==> src/btbc_regs.svh <==
// Constants for the bit-test branch and call execution block.
// Overview of operation
// - Operand nibble top bit is the polarity, low three bits the tested bit number.
// - General bit-test branch is taken only when the source bit equals the polarity.
// - Jump-if-set form carries a one in the nibble top bit, bit 0 to 7 below.
// - Jump-if-set adds the displacement only when the selected bit is one.
// - Jump-if-clear form carries a zero in the nibble top bit.
// - Jump-if-clear adds the displacement only when the selected bit is zero.
// - Displacement is a two's-complement byte spanning -128 to +127.
// - Exactly one bit is tested, from a working register or the register it names.
// - Displacement is added to the address past the branch; untaken falls through.
// - Branches and calls leave all arithmetic and status flags unchanged.
// - A call first lowers the stack pointer by two.
// - The call then stores the next instruction address at the new stack top.
// - The call finally loads the program counter with the target address.
// - Direct call opcode is followed by the target, high byte then low byte.
// - Indirect call names a register pair whose 16-bit contents are the target.
// - The return pops the stack top word into the program counter.
// - Register operand with upper nibble 1110 names a working register.
`ifndef BTBC_REGS_SVH
`define BTBC_REGS_SVH
`define BTBC_OP_BTJ_DIR   8'hF6
`define BTBC_OP_BTJ_IND   8'hF7
`define BTBC_OP_CALL_IND  8'hD4
`define BTBC_OP_CALL_DIR  8'hD6
`define BTBC_OP_RET       8'hAF
`define BTBC_ESC_NIB      4'hE
`define BTBC_POL_BIT      7
`define BTBC_BIT_HI       6
`define BTBC_BIT_LO       4
`define BTBC_SP_STEP      16'h0002
`define BTBC_ONE          16'h0001
`define BTBC_LEN_BTJ      16'h0003
`define BTBC_LEN_CALL_D   16'h0003
`define BTBC_LEN_CALL_I   16'h0002
`define BTBC_LEN_RET      16'h0001
`define BTBC_FLAGS_RST    8'h00
`endif

==> src/btbc_pkg.sv <==
// Package with the types of the bit-test branch and call execution block.
package btbc_pkg;
    typedef enum logic [3:0] {
        BTBC_IDLE, BTBC_SRC, BTBC_IND, BTBC_PAIR_HI, BTBC_PAIR_LO,
        BTBC_PUSH_LO, BTBC_PUSH_HI, BTBC_POP_HI, BTBC_POP_LO, BTBC_DONE
    } btbc_state_t;
endpackage : btbc_pkg

==> src/btbc_addr.sv <==
// Register operand address resolution with working-register escape.
`timescale 1ns/1ps
`include "btbc_regs.svh"
module btbc_addr
    import btbc_pkg::*;
(
    input  wire logic [7:0]  operand,
    input  wire logic [7:0]  registerPointer,
    input  wire logic        forceWorking,
    output      logic [11:0] regAddr
);
    wire escaped = forceWorking || (operand[7:4] == `BTBC_ESC_NIB);
    assign regAddr = escaped ? {registerPointer[3:0], registerPointer[7:4], operand[3:0]}
                             : {4'h0, operand};
endmodule : btbc_addr

==> src/btbc_exec.sv <==
// Execution unit for bit-test branches, subroutine call and return.
`timescale 1ns/1ps
`include "btbc_regs.svh"
module btbc_exec
    import btbc_pkg::*;
(
    input  wire logic        core_clk,
    input  wire logic        rst,
    input  wire logic        start,
    input  wire logic [7:0]  opcode,
    input  wire logic [7:0]  operand1,
    input  wire logic [7:0]  operand2,
    input  wire logic [15:0] instrAddr,
    input  wire logic [7:0]  registerPointer,
    input  wire logic [15:0] stackPointerIn,
    input  wire logic [7:0]  flagsIn,
    input  wire logic [7:0]  regRdData,
    input  wire logic [7:0]  stackRdData,
    output      logic [11:0] regRdAddr,
    output      logic        regRdEn,
    output      logic [15:0] stackAddr,
    output      logic [7:0]  stackWrData,
    output      logic        stackWrEn,
    output      logic        stackRdEn,
    output      logic [15:0] stackPointer,
    output      logic        stackPointerWe,
    output      logic [15:0] programCounter,
    output      logic        programCounterWe,
    output      logic [7:0]  flagsOut,
    output      logic        busy,
    output      logic        done,
    output      logic        branchTaken
);
    btbc_state_t state;
    btbc_state_t next_state;
    logic [7:0]  opc;
    logic [7:0]  op1;
    logic [7:0]  op2;
    logic [15:0] pcBase;
    logic [7:0]  hiByte;
    logic [15:0] target;
    logic [15:0] spWork;

    function automatic logic [15:0] addSigned(input logic [15:0] base, input logic [7:0] disp);
        addSigned = base + {{8{disp[7]}}, disp};
    endfunction : addSigned

    wire         isBtj      = (opc == `BTBC_OP_BTJ_DIR) || (opc == `BTBC_OP_BTJ_IND);
    wire         isBtjInd   = (opc == `BTBC_OP_BTJ_IND);
    wire         isCallDir  = (opc == `BTBC_OP_CALL_DIR);
    wire         isCallInd  = (opc == `BTBC_OP_CALL_IND);
    wire         isRet      = (opc == `BTBC_OP_RET);
    wire         polarity   = op1[`BTBC_POL_BIT];
    wire [2:0]   bitSel     = op1[`BTBC_BIT_HI:`BTBC_BIT_LO];
    wire         srcBit     = regRdData[bitSel];
    wire         bitMatch   = (srcBit == polarity);
    wire [15:0]  branchDest = addSigned(pcBase, op2);
    wire [15:0]  spDown     = stackPointerIn - `BTBC_SP_STEP;
    wire [11:0]  srcRegAddr;
    wire [11:0]  pairRegAddr;
    wire [11:0]  indRegAddr = {4'h0, regRdData};
    wire [11:0]  pairLoAddr = pairRegAddr + 12'h001;
    wire [7:0]   pairOperand = (state == BTBC_IDLE) ? operand1 : op1;
    wire [7:0]   newOpc     = opcode;
    wire [15:0]  newLen     = (opcode == `BTBC_OP_RET)      ? `BTBC_LEN_RET :
                              (opcode == `BTBC_OP_CALL_IND) ? `BTBC_LEN_CALL_I :
                              (opcode == `BTBC_OP_CALL_DIR) ? `BTBC_LEN_CALL_D :
                                                              `BTBC_LEN_BTJ;
    wire [15:0]  nextAddr   = instrAddr + newLen;

    btbc_addr u_src (
        .operand         (op1),
        .registerPointer (registerPointer),
        .forceWorking    (1'b1),
        .regAddr         (srcRegAddr)
    );

    btbc_addr u_pair (
        .operand         (pairOperand),
        .registerPointer (registerPointer),
        .forceWorking    (1'b0),
        .regAddr         (pairRegAddr)
    );

    always_comb begin
        next_state = state;
        case (state)
            BTBC_IDLE: begin
                if (start) begin
                    if ((newOpc == `BTBC_OP_BTJ_DIR) || (newOpc == `BTBC_OP_BTJ_IND)) begin
                        next_state = BTBC_SRC;
                    end else if (newOpc == `BTBC_OP_CALL_IND) begin
                        next_state = BTBC_PAIR_HI;
                    end else if (newOpc == `BTBC_OP_CALL_DIR) begin
                        next_state = BTBC_PUSH_LO;
                    end else if (newOpc == `BTBC_OP_RET) begin
                        next_state = BTBC_POP_HI;
                    end else begin
                        next_state = BTBC_DONE;
                    end
                end
            end
            BTBC_SRC:     next_state = isBtjInd ? BTBC_IND : BTBC_DONE;
            BTBC_IND:     next_state = BTBC_DONE;
            BTBC_PAIR_HI: next_state = BTBC_PAIR_LO;
            BTBC_PAIR_LO: next_state = BTBC_PUSH_LO;
            BTBC_PUSH_LO: next_state = BTBC_PUSH_HI;
            BTBC_PUSH_HI: next_state = BTBC_DONE;
            BTBC_POP_HI:  next_state = BTBC_POP_LO;
            BTBC_POP_LO:  next_state = BTBC_DONE;
            BTBC_DONE:    next_state = BTBC_IDLE;
            default:      next_state = BTBC_IDLE;
        endcase
    end

    // Latching the instruction and its operands on start.
    always_ff @(posedge core_clk) begin
        if (rst) begin
            state  <= BTBC_IDLE;
            opc    <= 8'h00;
            op1    <= 8'h00;
            op2    <= 8'h00;
            pcBase <= 16'h0000;
        end else begin
            state <= next_state;
            if (state == BTBC_IDLE && start) begin
                opc    <= opcode;
                op1    <= operand1;
                op2    <= operand2;
                pcBase <= instrAddr + newLen;
            end
        end
    end

    // Register file read port.
    always_ff @(posedge core_clk) begin
        if (rst) begin
            regRdAddr <= 12'h000;
            regRdEn   <= 1'b0;
        end else begin
            regRdEn <= (next_state == BTBC_SRC) || (next_state == BTBC_IND) ||
                       (next_state == BTBC_PAIR_HI) || (next_state == BTBC_PAIR_LO);
            case (next_state)
                BTBC_SRC:     regRdAddr <= {registerPointer[3:0], registerPointer[7:4],
                                            operand1[3:0]};
                BTBC_IND:     regRdAddr <= indRegAddr;
                BTBC_PAIR_HI: regRdAddr <= pairRegAddr;
                BTBC_PAIR_LO: regRdAddr <= pairLoAddr;
                default:      regRdAddr <= srcRegAddr;
            endcase
        end
    end

    // Call target capture.
    always_ff @(posedge core_clk) begin
        if (rst) begin
            hiByte <= 8'h00;
            target <= 16'h0000;
        end else begin
            if (state == BTBC_IDLE && start) begin
                target <= {operand1, operand2};
            end else if (state == BTBC_PAIR_HI) begin
                hiByte <= regRdData;
            end else if (state == BTBC_PAIR_LO && isCallInd) begin
                target <= {hiByte, regRdData};
            end else if (state == BTBC_POP_HI) begin
                hiByte <= stackRdData;
            end
        end
    end

    // Stack traffic.
    always_ff @(posedge core_clk) begin
        if (rst) begin
            stackAddr      <= 16'h0000;
            stackWrData    <= 8'h00;
            stackWrEn      <= 1'b0;
            stackRdEn      <= 1'b0;
            stackPointer   <= 16'h0000;
            stackPointerWe <= 1'b0;
            spWork         <= 16'h0000;
        end else begin
            stackWrEn      <= 1'b0;
            stackRdEn      <= 1'b0;
            stackPointerWe <= 1'b0;
            if (next_state == BTBC_PUSH_LO) begin
                spWork         <= spDown;
                stackPointer   <= spDown;
                stackPointerWe <= 1'b1;
                stackAddr      <= spDown + `BTBC_ONE;
                stackWrData    <= (state == BTBC_IDLE) ? nextAddr[7:0] : pcBase[7:0];
                stackWrEn      <= 1'b1;
            end else if (next_state == BTBC_PUSH_HI) begin
                stackAddr   <= spWork;
                stackWrData <= pcBase[15:8];
                stackWrEn   <= 1'b1;
            end else if (next_state == BTBC_POP_HI) begin
                stackAddr <= stackPointerIn;
                stackRdEn <= 1'b1;
                spWork    <= stackPointerIn;
            end else if (next_state == BTBC_POP_LO) begin
                stackAddr <= spWork + `BTBC_ONE;
                stackRdEn <= 1'b1;
            end else if (state == BTBC_POP_LO) begin
                stackPointer   <= spWork + `BTBC_SP_STEP;
                stackPointerWe <= 1'b1;
            end
        end
    end

    // Program counter update and completion.
    always_ff @(posedge core_clk) begin
        if (rst) begin
            programCounter   <= 16'h0000;
            programCounterWe <= 1'b0;
            branchTaken      <= 1'b0;
            done             <= 1'b0;
            busy             <= 1'b0;
            flagsOut         <= `BTBC_FLAGS_RST;
        end else begin
            programCounterWe <= 1'b0;
            branchTaken      <= 1'b0;
            done             <= (state == BTBC_DONE);
            busy             <= (next_state != BTBC_IDLE);
            flagsOut         <= flagsIn;
            if (isBtj && ((state == BTBC_SRC && !isBtjInd) || state == BTBC_IND)) begin
                programCounter   <= bitMatch ? branchDest : pcBase;
                programCounterWe <= 1'b1;
                branchTaken      <= bitMatch;
            end else if (state == BTBC_PUSH_HI) begin
                programCounter   <= target;
                programCounterWe <= 1'b1;
            end else if (state == BTBC_POP_LO) begin
                programCounter   <= {hiByte, stackRdData};
                programCounterWe <= 1'b1;
            end else if (state == BTBC_IDLE && start && !((opcode == `BTBC_OP_BTJ_DIR) ||
                         (opcode == `BTBC_OP_BTJ_IND) || (opcode == `BTBC_OP_CALL_IND) ||
                         (opcode == `BTBC_OP_CALL_DIR) || (opcode == `BTBC_OP_RET))) begin
                programCounter   <= instrAddr + `BTBC_ONE;
                programCounterWe <= 1'b1;
            end
        end
    end
endmodule : btbc_exec

==> config.mk <==
export PLATFORM = sky130hd
export DESIGN_NAME = btbc_exec
export DESIGN_NICKNAME = d
export VERILOG_FILES = /design/src/btbc_pkg.sv /design/src/btbc_addr.sv /design/src/btbc_exec.sv
export VERILOG_INCLUDE_DIRS = /design/src
export SDC_FILE = /design/constraint.sdc
export NUM_CORES = 1
export LEC_CHECK = 0
export BUFFER_PORTS_ARGS = -buffer_cell sky130_fd_sc_hd__clkbuf_2
export CORE_UTILIZATION = 35
export DETAILED_ROUTE_END_ITERATION = 12
export GPL_TIMING_DRIVEN = 1
export SLEW_MARGIN = 15
export SYNTH_ARGS = -nofsm -noshare
export SYNTH_HDL_FRONTEND = slang
export SYNTH_HIERARCHICAL = 1
export SYNTH_SLANG_ARGS = --single-unit
export TNS_END_PERCENT = 20
==> constraint.sdc <==
create_clock -name core_clk -period 6.5 [get_ports core_clk]
set_clock_uncertainty 0.2 [all_clocks]
set_input_delay 0.65 -clock core_clk [delete_from_list [all_inputs] [get_ports core_clk]]
set_output_delay 0.65 -clock core_clk [all_outputs]
set_load 0.01 [all_outputs]
==> summary.txt <==
Die
  • Die height: 177 um
  • Die X-Extent: 177 um
  • # IOs: 175
  • Rows: 63
  • Die ar.: 31500 sq um
  • Initial Util: 0.359
  • Core area: 30000 sq um

Global route
  • GRT overflow: 0
  • Initial antenna violation count: 1
  • Global-route wire length before repair: 56800 um
  • Vias in the first global route: 10100
  • Pin count of the biggest net entering global routing: 94
  • GRT Resource Usage Total: 0.233

Power and ir drop
  • NetSw: 1.05 mW
  • Max VDD drop: 0.000187 V
  • Switching Fraction: 0.342
  • Sequential power share: 0.400
  • Part of the power in the clock network: 0.336
  • Power per cell area: 249 nW/um^2
  • Internal power: 2.02 mW
  • Power Total: 3.07 mW
  • Combinational Power Share: 0.264
  • Leakage: 4.62 nW

CTS
  • Postcts setup bufs: 0
  • Post-CTS Resized: 0
  • Sink Count: 168
  • Clk slew on worst S/H paths: 0.07 ns
  • CTS tree: built
  • Clock latency on the worst-skew pair: 0.44 ns
  • CTS HTree Levels: 4
  • Num CTS Buffers: 17
  • Clock Tree Buf Depth: 2
  • Root Buffer: clkbuf_16
  • Hold_buf cts: 0

Worst hold path
  • Worst hold path type: input port to register
  • WHS Path Cells: 2

STA
  • Final hold vios: 0
  • Max Transition Viols Final: 0
  • Slew @ Worst Pin: 1.14 ns
  • Final setup TNS: 0 ns
  • Achievable Freq: 250 MHz
  • Final period util: 0.616
  • Final hold slack: 0.220 ns
  • Final setup violation count: 0
  • RSZ-0062 raised after global routing: no
  • Max_slew headroom: 0.234
  • Min Tclk post-route: 4.00 ns

Drt
  • M1 wire length: 16700 um
  • DR WL/cell: 19.0 um
  • Post-route ant nets: 0
  • Vias per inst: 5.68
  • DR vias: 10800
  • Max layer used: met4
  • Initial DRC count: 1252
  • Drt pass-1 iters: 6
  • DRT Wirelength: 36200 um
  • Detailed-route DRC error count: 0
  • Routed wire length on met3: 2090 um
  • Met2 WL: 17100 um

Synth
  • Post-synthesis sequential area ratio: 0.313
  • Asr flop ratio synth: 0
  • Post-synth top area cell: dfxtp_1
  • Post-synth EDFFs: 0
  • Syn_nets: 1527
  • Top-area cell type share of the netlist area: 0.313
  • Ys Warns: 6
  • Largest cells by area after synthesis: dfxtp_1, nor2_1, nand2_1
  • Cells after Synth: 1410
  • Synth Cell Area: 10800 sq um
  • Synth unique cells: 85
  • Syn avg cell area: 7.63 sq um
  • Post-synth top flop: dfxtp_1
  • Register bit total from synthesis: 168

Place
  • Detailed placement HPWL: 27200 um
  • GPL Wtd Cong: 0.924
  • Placed inst area: 11700 sq um
  • IO buf count: 174

Run status
  • Outcome: complete, no violations

Final layout
  • Post-route cell area: 12300 sq um
  • Fill cells: 3134
  • Area growth, synth to finish: 14.7%
  • Multi-input gate area: 6870 sq um
  • Reg area: 3360 sq um
  • Final #Nets: 1616
  • Share of cells above drive strength 1: 0.177

Setup path
  • Worst setup SP type: register
  • Worst Path Required: 6.67 ns
  • Worst Path Max Fanout: 21
  • Crit path kind: register to register
  • Crit. End Element: register
  • Arrival @ worst endpoint: 4.18 ns
  • Worst Reg2Reg Path Length in Cells: 7

Job
  • Max Cap Violations: 0
[power groups by stage]
| stage | registers (mW) | clock network, mW | logic (mW) |
|---|---|---|---|
| finish | 1.23 | 1.03 | 0.810 |
| global route | 1.24 | 1.09 | 0.900 |
| CTS | 1.23 | 1.05 | 0.808 |
| detailed placement | 1.25 | 0 | 0.804 |
| global placement | 1.25 | 0 | 0.795 |
| floorplan | 1.23 | 0 | 0.552 |
[placed cells by master (no fill, tap or decap), types with 10 or more instances in the layout]
master and count:
and3_1 16, a311oi_1 27, clkbuf_16 17, nor3_1 35, nor2_1 186, a21oi_1 105, inv_1 14, or3_1 19
clkbuf_2 173, o211ai_1 15, nor2b_1 19, a22oi_1 10, nand2_1 184, buf_4 14, a211oi_1 64, nand3_1 31
a221oi_1 13, xor2_1 39, dfxtp_1 168, o21ai_0 47, a31oi_1 13, nand4_1 21, ha_1 24, mux2i_1 28
xnor2_1 47
[cell type report]
cell class	count	area share
clock buffer	19	0.0359
inverter	17	0.00517
tap	390	0.0395
sequential	168	0.273
multi-input combinational	1108	0.556
timing repair buffer	187	0.0787
clock inverter	13	0.0117
antenna	1	0.000203
[path summary, 6_finish.rpt]
| path | start | endpoint | slack, ns |
|---|---|---|---|
| worst max-delay path | state[2] | regRdAddr[7] | 2.50 |
| worst min-delay path | flagsIn[7] | flagsOut[7] | 0.22 |
| worst min register to register | opc[3] | opc[3] | 0.25 |
| worst max register to register | state[2] | regRdAddr[7] | 2.50 |
[worst max-delay path: stages (launching register included)]
cell and delay [ns]:
dfxtp_1 0.99, or4b_1 0.24, nor2_1 0.19, nor3_2 0.82
nand2_1 0.14, a21oi_1 0.93, a221oi_1 0.24, nor2_1 0.15
[metrics by stage]
stage / util / cells / setup WS, ns
after floorplan: - / 1410 / 3.00
after global placement: 0.392 / 1870 / 2.11
after CTS: 0.412 / 1902 / 2.29
final: 0.412 / 1903 / 2.50
after global routing: 0.412 / 1903 / 2.28
after detailed placement: 0.392 / 1870 / 1.96
[synth_stat cells (6+ instances only)]
cell type,number
xor2_1,40
or3_1,19
a21oi_1,105
o22ai_1,6
a311oi_1,27
nor3_1,38
nor2b_1,20
dfxtp_1,168
ha_1,24
nor4_1,8
nor3b_1,6
a21boi_1,8
nand4_1,21
or2_2,7
a22oi_1,10
buf_1,6
o21ai_0,47
nand2b_1,6
xnor2_1,47
o21ai_1,8
o211ai_1,15
nand2_1,185
a211oi_1,64
a31oi_1,13
clkbuf_1,82
inv_1,14
and3_1,16
mux2_2,8
nand3_1,31
mux2i_1,28
buf_2,18
a221oi_1,13
nor2_1,188
and2_1,6
buf_4,8
[flip-flops by register name, summed over array words and instances (netlist names)]
name / cells
stackRdEn: 1
stackAddr: 16
regRdEn: 1
op1: 8
stackWrEn: 1
hiByte: 8
busy: 1
op2: 8
branchTaken: 1
stackPointer: 16
programCounterWe: 1
programCounter: 16
state: 4
stackPointerWe: 1
opc: 8
done: 1
regRdAddr: 12
target: 16
stackWrData: 8
spWork: 16
flagsOut: 8
pcBase: 16
[layer usage]
layer | up-vias | GRT usage
li1 | 5246 | -
met1 | 5139 | 0.320
met2 | 381 | 0.378
met3 | 35 | 0.0396
met4 | 0 | 0.0559
met5 | - | 0
[logic make-up after synthesis]
group | Yosys count | synth area share
AO/OA/AOI/OAI | 374 | 0.238
AND/OR/NAND/NOR | 581 | 0.254
flip-flops | 168 | 0.313
adder cells (fa/ha/maj) | 26 | 0.0316
other | 2 | 0.000698
XOR/XNOR | 87 | 0.0708
buffers and inverters | 134 | 0.0537
multiplexers | 38 | 0.0386
Power figures use the tool's default switching activity.
